===== src/emb_pkg.sv =====
package emb_pkg;
	// register indices; byte address is four times the index
	localparam logic [13:0] EMB_CLOCK_AND_STRETCH_CONTROL_IDX = 14'h008E;
	localparam logic [13:0] EMB_CFG_IDX = 14'h008F;
	// reset values: stretch of one, divide-by-one
	localparam logic [7:0] EMB_CLOCK_AND_STRETCH_CONTROL_RST = 8'h01;
	localparam logic [7:0] EMB_CFG_RST = 8'h02;
	// field positions in the configuration register
	localparam int EMB_CD_LSB = 0;
	localparam int EMB_MULT_BIT = 2;
	localparam int EMB_ALE_INT_BIT = 3;
	localparam int EMB_PAGE_EN_BIT = 4;
	localparam int EMB_PSEL_LSB = 5;
	localparam int EMB_BUSY_BIT = 7;
	// clock divide codes
	localparam logic [1:0] EMB_CD_DIV1 = 2'h2;
	localparam logic [1:0] EMB_CD_SLOW = 2'h3;
	// system clocks per slow tick (slowest mode is 1024x divide-by-one)
	localparam int EMB_SLOW_DIV = 1024;
	// clocks per basic external cycle and per stretch machine cycle
	localparam logic [5:0] EMB_EXT_CLKS = 6'h04;
	localparam logic [5:0] EMB_STRETCH_CLKS = 6'h04;
	// page select codes
	localparam logic [1:0] EMB_PSEL_ONE = 2'h0;
	localparam logic [1:0] EMB_PSEL_FOUR = 2'h2;
	localparam logic [1:0] EMB_PSEL_ALT = 2'h3;

	typedef enum logic {EMB_IDLE, EMB_RUN} emb_phase_t;
	typedef enum logic [1:0] {EMB_FETCH, EMB_READ, EMB_WRITE} emb_kind_t;

	// one memory request from the core
	typedef struct packed {
		emb_kind_t kind;
		logic internal;
		logic [15:0] addr;
		logic [7:0] wdata;
	} emb_req_t;

	// external bus pins
	typedef struct packed {
		logic ale;
		logic program_fetch_strobe_n;
		logic rd_n;
		logic wr_n;
		logic [7:0] addr_hi;
		logic [7:0] ad;
		logic ad_oe;
	} emb_pins_t;

	// whole state of the sequencer
	typedef struct packed {
		emb_phase_t phase;
		logic [5:0] cnt;
		logic [5:0] total;
		logic [5:0] ale_end;
		logic [5:0] st_start;
		logic [5:0] st_end;
		emb_kind_t kind;
		logic internal;
		logic [15:0] addr;
		logic [7:0] wdata;
		logic [7:0] page_hi;
		logic page_valid;
		logic [7:0] clock_and_stretch_control;
		logic [7:0] cfg;
		logic [9:0] div_cnt;
		logic tick;
		logic rdy;
		logic [7:0] sync1;
		logic [7:0] sync2;
		logic [1:0] strb_d;
		logic [1:0] fin_d;
		logic [7:0] rdata;
		logic done;
		logic ack;
		logic [7:0] rd_byte;
		emb_pins_t pins;
	} emb_state_t;
endpackage


===== src/emb_stretch_ctrl.sv =====
// What this block does
// - nonpage external cycle four clocks, internal one
// - internal fetch keeps ale off unless enabled
// - external fetch pulses ale except on a page hit
// - fetch strobe only on external fetches
// - stretch from low three control bits
// - stretch machine cycle is four clocks
// - codes give 0,1,2,3,7,8,9,10 stretches
// - zero stretch adds no extra timing
// - codes 1-3 add that many stretches
// - first stretch adds one setup, one hold
// - long stretches widen ale, setup, hold, strobe
// - strobe widths scale with clock divider
// - stretch of one after reset
// - divide code 10 means divide-by-one
// - page hit and miss lengths by select
// - alternate page mode data takes four clocks at stretch code zero
`timescale 1ns/1ps
`default_nettype none
module emb_stretch_ctrl
(
	input wire logic sys_clk_in,
	input wire logic rst_in,
	input wire logic wb_cyc_in,
	input wire logic wb_stb_in,
	input wire logic wb_we_in,
	input wire logic [15:0] wb_adr_in,
	input wire logic [31:0] wb_dat_in,
	input wire logic [3:0] wb_sel_in,
	output logic [31:0] wb_dat_out,
	output logic wb_ack_out,
	input wire logic req_valid_in,
	input wire emb_pkg::emb_req_t req_in,
	output logic req_ready_out,
	output logic done_out,
	output logic [7:0] rdata_out,
	input wire logic [7:0] ad_in,
	output emb_pkg::emb_pins_t bus_out
);
	emb_pkg::emb_state_t s_reg; // registered state
	emb_pkg::emb_state_t s_next; // next state
	logic acc; // request taken this cycle
	logic run; // cycle in progress
	logic fast; // tick every clock
	logic [5:0] sc; // decoded stretch count
	logic hit; // page hit on current request
	logic [1:0] psel; // page select
	logic [5:0] base; // page cycle base length
	logic strobe; // strobe window of next state

	// stretch code to stretch machine cycles
	function automatic logic [5:0] emb_decode(input logic [2:0] code);
		emb_decode = code[2] ? {3'h0, code} + 6'h03 : {3'h0, code};
	endfunction

	assign acc = s_reg.rdy && req_valid_in;
	assign run = s_reg.phase == emb_pkg::EMB_RUN;
	assign fast = s_reg.cfg[emb_pkg::EMB_CD_LSB +: 2] != emb_pkg::EMB_CD_SLOW;
	assign sc = emb_decode(s_reg.clock_and_stretch_control[2:0]);
	assign psel = s_reg.cfg[emb_pkg::EMB_PSEL_LSB +: 2];
	assign hit = s_reg.page_valid && s_reg.page_hi == req_in.addr[15:8];
	assign base = psel == emb_pkg::EMB_PSEL_ONE ? 6'h01 : psel == emb_pkg::EMB_PSEL_FOUR ? 6'h04 : 6'h02;

	// outputs straight from the state register
	assign wb_dat_out = {24'h000000, s_reg.rd_byte};
	assign wb_ack_out = s_reg.ack;
	assign req_ready_out = s_reg.rdy;
	assign done_out = s_reg.done;
	assign rdata_out = s_reg.rdata;
	assign bus_out = s_reg.pins;

	// next-state logic for bus slave, divider and sequencer
	always_comb
	begin
		s_next = s_reg;
		strobe = 1'b0;
		s_next.done = s_reg.fin_d[1];
		// pin synchroniser
		s_next.sync1 = ad_in;
		s_next.sync2 = s_reg.sync1;
		// system clock enable; divide-by-one ticks every clock
		if (!fast)
		begin
			s_next.tick = s_reg.div_cnt == 10'(emb_pkg::EMB_SLOW_DIV - 1);
			s_next.div_cnt = s_next.tick ? 10'h000 : s_reg.div_cnt + 10'h001;
		end
		else
		begin
			// code 10 and the multiplier codes run at sys clock
			s_next.tick = 1'b1;
			s_next.div_cnt = 10'h000;
		end
		// wishbone slave: one wait state, ack for one cycle
		s_next.ack = wb_cyc_in && wb_stb_in && !s_reg.ack;
		if (s_next.ack)
		begin
			if (wb_adr_in[15:2] == emb_pkg::EMB_CLOCK_AND_STRETCH_CONTROL_IDX)
			begin
				s_next.rd_byte = s_reg.clock_and_stretch_control;
				// new stretch applies to later accesses
				if (wb_we_in && wb_sel_in[0])
					s_next.clock_and_stretch_control = wb_dat_in[7:0];
			end
			else if (wb_adr_in[15:2] == emb_pkg::EMB_CFG_IDX)
			begin
				s_next.rd_byte = {run, s_reg.cfg[6:0]};
				if (wb_we_in && wb_sel_in[0])
					s_next.cfg = {1'b0, wb_dat_in[6:0]};
			end
			else
				s_next.rd_byte = 8'h00; // unmapped reads zero
		end
		// sequencer
		case (s_reg.phase)
			emb_pkg::EMB_IDLE:
			begin
				if (acc)
				begin
					s_next.phase = emb_pkg::EMB_RUN;
					s_next.cnt = 6'h00;
					s_next.kind = req_in.kind;
					s_next.internal = req_in.internal;
					s_next.addr = req_in.addr;
					s_next.wdata = req_in.wdata;
					if (req_in.internal)
					begin
						// internal: one clock, no strobes
						s_next.total = 6'h01;
						s_next.ale_end = (req_in.kind == emb_pkg::EMB_FETCH
							&& s_reg.cfg[emb_pkg::EMB_ALE_INT_BIT]) ? 6'h01 : 6'h00;
						s_next.st_start = 6'h00;
						s_next.st_end = 6'h00;
					end
					else if (req_in.kind == emb_pkg::EMB_FETCH)
					begin
						if (s_reg.cfg[emb_pkg::EMB_PAGE_EN_BIT])
						begin
							// page fetch: miss spends half on ale
							s_next.total = hit ? base : 6'(base << 1);
							s_next.ale_end = hit ? 6'h00 : base;
						end
						else
						begin
							s_next.total = emb_pkg::EMB_EXT_CLKS;
							s_next.ale_end = 6'h01;
						end
						s_next.st_start = s_next.ale_end;
						s_next.st_end = s_next.total;
					end
					else
					begin
						// data: base cycle plus stretch machine cycles
						s_next.total = emb_pkg::EMB_EXT_CLKS
							+ 6'(sc * emb_pkg::EMB_STRETCH_CLKS);
						s_next.ale_end = sc > 6'h03 ? 6'h05 : 6'h01;
						if (sc == 6'h00)
						begin
							s_next.st_start = 6'h01;
							s_next.st_end = 6'h03;
						end
						else if (sc < 6'h04)
						begin
							// one clock setup and hold for the first step
							s_next.st_start = 6'h02;
							s_next.st_end = 6'h02 + 6'(sc * emb_pkg::EMB_STRETCH_CLKS);
						end
						else
						begin
							// ale, setup, hold and strobe each widened
							s_next.st_start = 6'h06;
							s_next.st_end = 6'h06 + 6'((sc - 6'h03) * emb_pkg::EMB_STRETCH_CLKS);
						end
					end
				end
			end
			emb_pkg::EMB_RUN:
			begin
				if (s_reg.tick)
				begin
					if (s_reg.cnt == s_reg.total - 6'h01)
					begin
						s_next.phase = emb_pkg::EMB_IDLE;
						if (!s_reg.internal)
						begin
							s_next.page_hi = s_reg.addr[15:8];
							// one-clock page mode forces a miss after data
							s_next.page_valid = !(s_reg.kind != emb_pkg::EMB_FETCH
								&& psel == emb_pkg::EMB_PSEL_ONE);
						end
					end
					else
						s_next.cnt = s_reg.cnt + 6'h01;
				end
			end
			default:
				s_next.phase = emb_pkg::EMB_IDLE;
		endcase
		// done pulse two clocks after the end, once data is caught
		s_next.fin_d = {s_reg.fin_d[0], run && s_next.phase == emb_pkg::EMB_IDLE};
		s_next.rdy = s_next.phase == emb_pkg::EMB_IDLE && s_next.tick;
		// pins from the next count
		strobe = s_next.phase == emb_pkg::EMB_RUN && s_next.cnt >= s_next.st_start
			&& s_next.cnt < s_next.st_end;
		s_next.pins.ale = s_next.phase == emb_pkg::EMB_RUN && s_next.cnt < s_next.ale_end;
		s_next.pins.program_fetch_strobe_n = !(strobe && !s_next.internal
			&& s_next.kind == emb_pkg::EMB_FETCH);
		s_next.pins.rd_n = !(strobe && !s_next.internal && s_next.kind == emb_pkg::EMB_READ);
		s_next.pins.wr_n = !(strobe && !s_next.internal && s_next.kind == emb_pkg::EMB_WRITE);
		s_next.pins.addr_hi = s_next.addr[15:8];
		s_next.pins.ad = s_next.pins.ale ? s_next.addr[7:0] : s_next.wdata;
		s_next.pins.ad_oe = s_next.phase == emb_pkg::EMB_RUN && !s_next.internal
			&& (s_next.pins.ale || (s_next.kind == emb_pkg::EMB_WRITE
			&& s_next.cnt >= s_next.ale_end));
		// capture read data as it leaves the synchroniser
		s_next.strb_d = {s_reg.strb_d[0], !s_reg.pins.program_fetch_strobe_n || !s_reg.pins.rd_n};
		if (s_reg.strb_d[1])
			s_next.rdata = s_reg.sync2;
		// synchronous reset
		if (rst_in)
		begin
			s_next = '0;
			s_next.clock_and_stretch_control = emb_pkg::EMB_CLOCK_AND_STRETCH_CONTROL_RST;
			s_next.cfg = emb_pkg::EMB_CFG_RST;
			s_next.pins.program_fetch_strobe_n = 1'b1;
			s_next.pins.rd_n = 1'b1;
			s_next.pins.wr_n = 1'b1;
		end
	end

	// state register
	always_ff @(posedge sys_clk_in)
	begin
		s_reg <= s_next;
	end

	// helper: request of each kind taken at sys rate in nonpage mode
	logic np_acc;
	assign np_acc = acc && fast && !s_reg.cfg[emb_pkg::EMB_PAGE_EN_BIT];
endmodule
`default_nettype wire


===== config.mk =====
export PLATFORM = sky130hd
export DESIGN_NAME = emb_stretch_ctrl
export DESIGN_NICKNAME = d
export VERILOG_FILES = /design/src/emb_pkg.sv /design/src/emb_stretch_ctrl.sv
export SDC_FILE = /design/constraint.sdc
export NUM_CORES = 1
export LEC_CHECK = 0
export ABC_AREA = 1
export BUFFER_PORTS_ARGS = -buffer_cell sky130_fd_sc_hd__buf_2
export CORE_AREA = 2 2 131 133
export CTS_CLUSTER_DIAMETER = 200
export DETAILED_ROUTE_END_ITERATION = 16
export DIE_AREA = 0 0 133 135
export PLACE_DENSITY = 0.74
export SLEW_MARGIN = 20
export SYNTH_ARGS = -nofsm -noshare
export SYNTH_HDL_FRONTEND = slang
export SYNTH_SLANG_ARGS = --single-unit

===== constraint.sdc =====
create_clock -name sys_clk_in -period 8.3 [get_ports sys_clk_in]
set_input_delay 1.245 -clock sys_clk_in [delete_from_list [all_inputs] [get_ports sys_clk_in]]
set_output_delay 1.245 -clock sys_clk_in [all_outputs]
set_load 0.03 [all_outputs]

==> run summary, run 1 <==
initial antenna violation count -> 0
post-CTS setup repair buffer count -> 0
row count -> 47
drt wl/cell -> 11.66 microns
FF+latch count, synth -> 145
Ports -> 157
fin util -> 47.48%
Worst Tran Pin Value -> 652.0 ps
Overflow after GRT -> 0
Die Wd -> 133 microns
Fill cells -> 1584
Final Setup Violations -> 0
Die ar. -> 17960 sq um
register area -> 2903 sq um
area delta synth->final -> 14.01%
Setup TNS Final -> 0 ps
post-synthesis cell type with the largest combined area -> dfxtp_1
drc violations -> 0
crit end category -> flip-flop
outcome -> finished clean
Vias/cell -> 4.629
critical path data arrival time -> 4540 ps
Max clock buf depth -> 2
skew final -> 6.544 ps
hold_sp -> s_reg[51]$_SDFF_PP0_
final worst path period need -> 4253 ps
crit path launch type -> primary input
total vias in the final route -> 5467
unrepaired setup endpoints after global routing -> false
Root Buffer -> clkbuf_16
total CTS buffers -> 17
post-synth top area share -> 42.48%
CTS H-tree lvls -> 4
CTS tree -> done
Worst-Skew Late Latency -> 420 ps
Cells after Synth -> 884
multi-input gate area in the final layout -> 2972 sq um
Syn. warnings -> 0
Post-synth EDFFs -> 0
vias in the first global route -> 5078
placed cell areas -> 7171 sq um
Max Cap Viol -> 0
Pwr Density -> 215.2 nW/um^2
final wirelength -> 13.77 mm
drt pass-1 iters -> 5
Largest register FFs -> 110
Data required, critical path -> 8590 ps
GRT Overall Usage -> 16.07%
Post-synth top flop -> dfxtp_1
design area -> 7790 sq um
Post-CTS Hold Buffers -> 0
DP HPWL -> 9.763 mm
port buffer count -> 103
CP Class -> in -> reg
Avg Inst Size Synth -> 7.729 sq um
Post-Syn Area -> 6833 sq um
worst hold path type -> reg -> reg
fin. max-slew vios -> 0
first-pass GRT wire length -> 23.16 mm
peak supply drop -> 0.1502 mV
core area -> 16410 sq um
post_cts resized -> 0
Fin. Hold Viols -> 0
synth unique cells -> 59
max_slew headroom -> 56.54%
Async SR Flop Fraction -> 0%
largest net degree at the start of global routing -> 62
leak pwr -> 3.670 nW
die height -> 135 microns
GPL Wtd Cong -> 0.8180
layout cells sized above 1 -> 20.50%
clk sinks -> 145
FMAX -> 235.1 MHz
DR iter-0 viols -> 369
reg-to-reg startpoint -> req_ready_out$_SDFF_PP0_
clock slew at reported path FFs -> 70 ps
CP Max Fanout -> 42
ant diodes -> 0
Post-layout nets -> 1063
Post-DRT Antenna Nets -> 0
sequential area share after synthesis -> 42.48%
Tcrit/Tclk final -> 51.24%
CP startpoint -> req_valid_in
worst hold slack -> 396.3 ps
largest cells by area after synthesis -> dfxtp_1 42%, nand2_1 7.6%, nor2_1 7.0%, buf_4 6.7%, inv_1 6.2%
Initial Util -> 41.65%
power breakdown:
| group | leakage (nW) | internal (mW) | switching, mW |
|---|---|---|---|
| clock network | 0.306 | 0.482 | 0.317 |
| logic | 2.19 | 0.0464 | 0.105 |
| registers | 1.18 | 0.717 | 0.00898 |
| total | 3.67 | 1.25 | 0.431 |
worst max-delay path, stage by stage:
cell and delay [ps]:
buf_2 90, nand2_1 90, nor2_2 80, buf_4 360
inv_2 40, buf_4 280, nor2_2 230, inv_2 110
nor3_1 200, nand3_1 160, nand2_1 80, inv_1 60
ha_1 270, a21boi_0 200, o21ai_0 120, a21boi_0 210
o21a_1 150, o21ai_0 90, a21oi_1 270, nand4_1 130
worst paths after layout:
check,to,slack (ps),cells past startpoint
worst max-delay path,bus_out[17]$_SDFF_PP1_,4050,20
worst max register to register,bus_out[17]$_SDFF_PP1_,4560,19
worst min register to register,s_reg[43]$_SDFF_PP0_,400,2
worst min-delay path,s_reg[43]$_SDFF_PP0_,400,2
layout make-up:
cell class	instances	area share (%)
Sequential cell	145	37.26
Clock inverter	15	2.490
Timing Repair Buffer	107	7.003
Inverter	126	6.103
Multi-Input combinational cell	551	38.15
Tap cell	220	3.534
Clock buffer	17	5.461
kinds of logic after synthesis:
kind of cell,count (synthesis),share of synthesized area (%)
other,1,0.05488
AO/OA/AOI/OAI,128,11.79
AND/OR/NAND/NOR,356,23.38
XOR/XNOR,12,1.648
flip-flops,145,42.48
multiplexers,9,1.318
adder cells (fa/ha/maj),22,4.029
buffers and inverters,211,15.29
layer usage:
layer / part of all wire (%) / GRT usage [%] / routed length (microns) / vias up
met5: 0 / 0 / 0 / -
met4: 1.8 / 6.392 / 248 / 0
met2: 44 / 25.50 / 6092 / 150
li1: - / - / - / 2869
met3: 5.8 / 4.054 / 794 / 24
met1: 48 / 21.03 / 6636 / 2424
Yosys cell counts (6+ instances only):
master	instances
a211oi_1	9
a21oi_1	40
buf_1	9
buf_4	61
clkbuf_1	8
dfxtp_1	145
ha_1	22
inv_1	113
inv_2	11
mux2i_1	9
nand2_1	139
nand2_2	11
nand3_1	25
nand3_2	9
nand4_1	7
nor2_1	128
nor3_1	12
o21ai_0	44
o221ai_1	7
xor2_1	6
layout by cell type, fill, tap and decap left out, types with 2 or more instances in the layout:
cell and instances:
o211ai_1 3, nor2_4 3, buf_4 4, ha_1 22, nand4_1 7, nand3_1 25, a211oi_1 9, or2_2 4
a21oi_4 2, nor3_1 12, o21a_1 2, a211oi_2 5, buf_2 103, a22oi_1 2, conb_1 24, inv_2 11
a21oi_1 40, mux2i_1 9, nor2_2 5, dfxtp_1 145, bufinv_16 3, nand2_2 11, clkbuf_16 17, xor2_1 6
a31oi_1 2, nand3_2 9, clkinv_4 3, xnor2_1 5, inv_6 7, a21boi_0 2, nor3b_1 2, nor2_1 128
o21ai_0 44, o221ai_1 7, nand2_1 139, inv_1 113
through the flow:
step / cells / setup slack, ps / total power [mW]
after floorplan: 907 / 4811 / 0.8670
after global placement: 1149 / 3804 / 0.8900
after detailed placement: 1149 / 3765 / 0.8927
after CTS: 1181 / 4080 / 1.693
after global routing: 1181 / 3698 / 1.745
final: 1181 / 4047 / 1.677
Note: power is estimated with default switching activity, not from simulation.
==> run 2: changes to the inputs <==
- clock period: 8.3 -> 4.4 ns (I/O delays scaled with it)
==> run summary, run 2 (synthesis results as in run 1) <==
total vias in the final route -> 5443 (-0.44%)
hold path cells -> 2 (unchanged)
unrepaired setup endpoints after global routing -> false
crit path launch type -> flip-flop
critical path data arrival time -> 3470 ps (-1070 ps)
Worst Setup EP -> bus_out[18]$_SDFF_PP1_
GPL Wtd Cong -> 0.8180 (unchanged)
Worst Tran Pin Value -> 657.9 ps (+5.972 ps)
peak supply drop -> 0.2663 mV (+77%)
vias in the first global route -> 4919 (-3.1%)
largest net degree at the start of global routing -> 61 (-1.6%)
drt wl/cell -> 11.48 microns (-1.6%)
r2r setup slk -> 1220 ps (-3340 ps)
CTS tree -> done
drt pass-1 iters -> 4 (-1)
Post-DRT Antenna Nets -> 0 (unchanged)
die height -> 135 microns (unchanged)
clock power share -> 49.1% (+1.4 points)
Die Wd -> 133 microns (unchanged)
sw frac -> 24.29% (-1.4 points)
Overflow after GRT -> 0 (unchanged)
Die ar. -> 17960 sq um (unchanged)
most frequent cells in the layout -> 145 x dfxtp_1, 139 x nand2_1, 128 x nor2_1
port buffer count -> 103 (unchanged)
Fin. Hold Viols -> 0 (unchanged)
CP Max Fanout -> 6 (-86%)
leading cell type in the layout, fill and taps excluded -> dfxtp_1
worst hold slack -> 401.0 ps (+4.785 ps)
Max clock buf depth -> 2 (unchanged)
CTS H-tree lvls -> 4 (unchanged)
reg-to-reg startpoint -> s_reg[141]$_SDFFE_PP0P_
final wirelength -> 13.57 mm (-1.5%)
Tcrit/Tclk final -> 72.26%
Ports -> 157 (unchanged)
DP HPWL -> 9.729 mm (-0.35%)
Final Setup Violations -> 0 (unchanged)
Worst-Skew Late Latency -> 430 ps (about the same)
first-pass GRT wire length -> 22.57 mm (-2.6%)
Vias/cell -> 4.605 (-0.52%)
Post-CTS Hold Buffers -> 0 (unchanged)
Psw -> 0.7901 mW (+83%)
Logic pwr share -> 8.8% (-0.2 points)
Seq pwr share -> 42.1% (-1.2 points)
Total Power -> 3.253 mW (+94%)
GRT Overall Usage -> 15.66% (-0.41 points)
max_slew headroom -> 56.14% (-0.40 points)
post_cts resized -> 0 (unchanged)
Pwr Density -> 415.2 nW/um^2 (+93%)
ant diodes -> 0 (unchanged)
initial antenna violation count -> 0 (unchanged)
drc violations -> 0 (unchanged)
R2R Path End -> bus_out[18]$_SDFF_PP1_
Worst R2R Path Depth -> 17 (-2)
CP Class -> reg -> reg
fin util -> 47.75% (+0.27 points)
FMAX -> 314.5 MHz
total CTS buffers -> 17 (unchanged)
clock slew at reported path FFs -> 60 ps (about the same)
Root Buffer -> clkbuf_16
skew final -> 15.94 ps (+9.393 ps)
Max Cap Viol -> 0 (unchanged)
crit end category -> flip-flop
post-CTS setup repair buffer count -> 0 (unchanged)
row count -> 47 (unchanged)
Initial Util -> 41.65% (unchanged)
Power Internal -> 2.463 mW (+98%)
area delta synth->final -> 14.67%
worst hold path type -> reg -> reg
Data required, critical path -> 4690 ps (-3900 ps)
DR iter-0 viols -> 245 (-34%)
layout cells sized above 1 -> 20.37% (-0.13 points)
Largest register FFs -> 110 (unchanged)
outcome -> finished clean
Setup TNS Final -> 0 ps (unchanged)
clk sinks -> 145 (unchanged)
core area -> 16410 sq um (unchanged)
Post-layout nets -> 1064 (+0.094%)
CP startpoint -> s_reg[141]$_SDFFE_PP0P_
final worst path period need -> 3179 ps
leak pwr -> 3.686 nW (+0.44%)
fin. max-slew vios -> 0 (unchanged)
-- run 2: worst min path at each step --
| stage | start | end |
|---|---|---|
| after floorplan | s_reg[40]$_SDFF_PP0_ | done_out$_SDFF_PP0_ |
| after global placement | s_reg[58]$_SDFF_PP0_ | s_reg[50]$_SDFF_PP0_ |
| after detailed placement | s_reg[55]$_SDFF_PP0_ | s_reg[47]$_SDFF_PP0_ |
| after CTS | s_reg[39]$_SDFF_PP0_ | s_reg[40]$_SDFF_PP0_ |
| after global routing | s_reg[56]$_SDFF_PP0_ | s_reg[48]$_SDFF_PP0_ |
| final | s_reg[55]$_SDFF_PP0_ | s_reg[47]$_SDFF_PP0_ |
-- run 2: area by class of cell --
cell class	instances	area, sq um
clock buffer	19	432.9
clock inverter	13	224.0
fill	1609	8572
inverter	126	475.5
multi-input combinational	551	2972
sequential	145	2903
tap	220	275.3
timing repair buffer	108	553.0
-- run 2: power by group through the flow --
stage                     logic (mW)  registers, mW  clock network [mW]
final                          0.285           1.37                1.60
after global routing           0.319           1.37                1.69
after CTS                      0.286           1.37                1.64
after detailed placement       0.284           1.40                   0
after global placement         0.280           1.40                   0
after floorplan                0.239           1.40                   0
-- run 2: critical path, stage by stage, from the launching register on --
cell	delay (ps)
dfxtp_1	380
inv_2	70
ha_1	300
xor2_1	170
nand3_2	120
nor2_4	140
nand3_4	110
nand2_1	130
o2bb2ai_1	150
nand2_1	150
ha_1	300
a21boi_0	190
o21ai_0	110
a21boi_0	180
o21a_1	130
o21ai_0	70
a21oi_1	240
nand4_1	120
-- run 2: stage by stage --
stage               setup WS (ps)  cells  area, sq um
floorplan                    1496    907         6919
global placement            944.5   1150         7178
detailed placement          963.0   1150         7178
CTS                          1212   1182         7835
global route                932.9   1182         7835
finish                       1221   1182         7835
-- run 2: layer usage --
metal / vias up / global-route usage, % / routed length, microns
li1: 2866 / - / -
met1: 2424 / 20.40 / 6448
met2: 143 / 25.19 / 6122
met3: 10 / 4.580 / 910
met4: 0 / 4.779 / 85
met5: - / 0 / 0
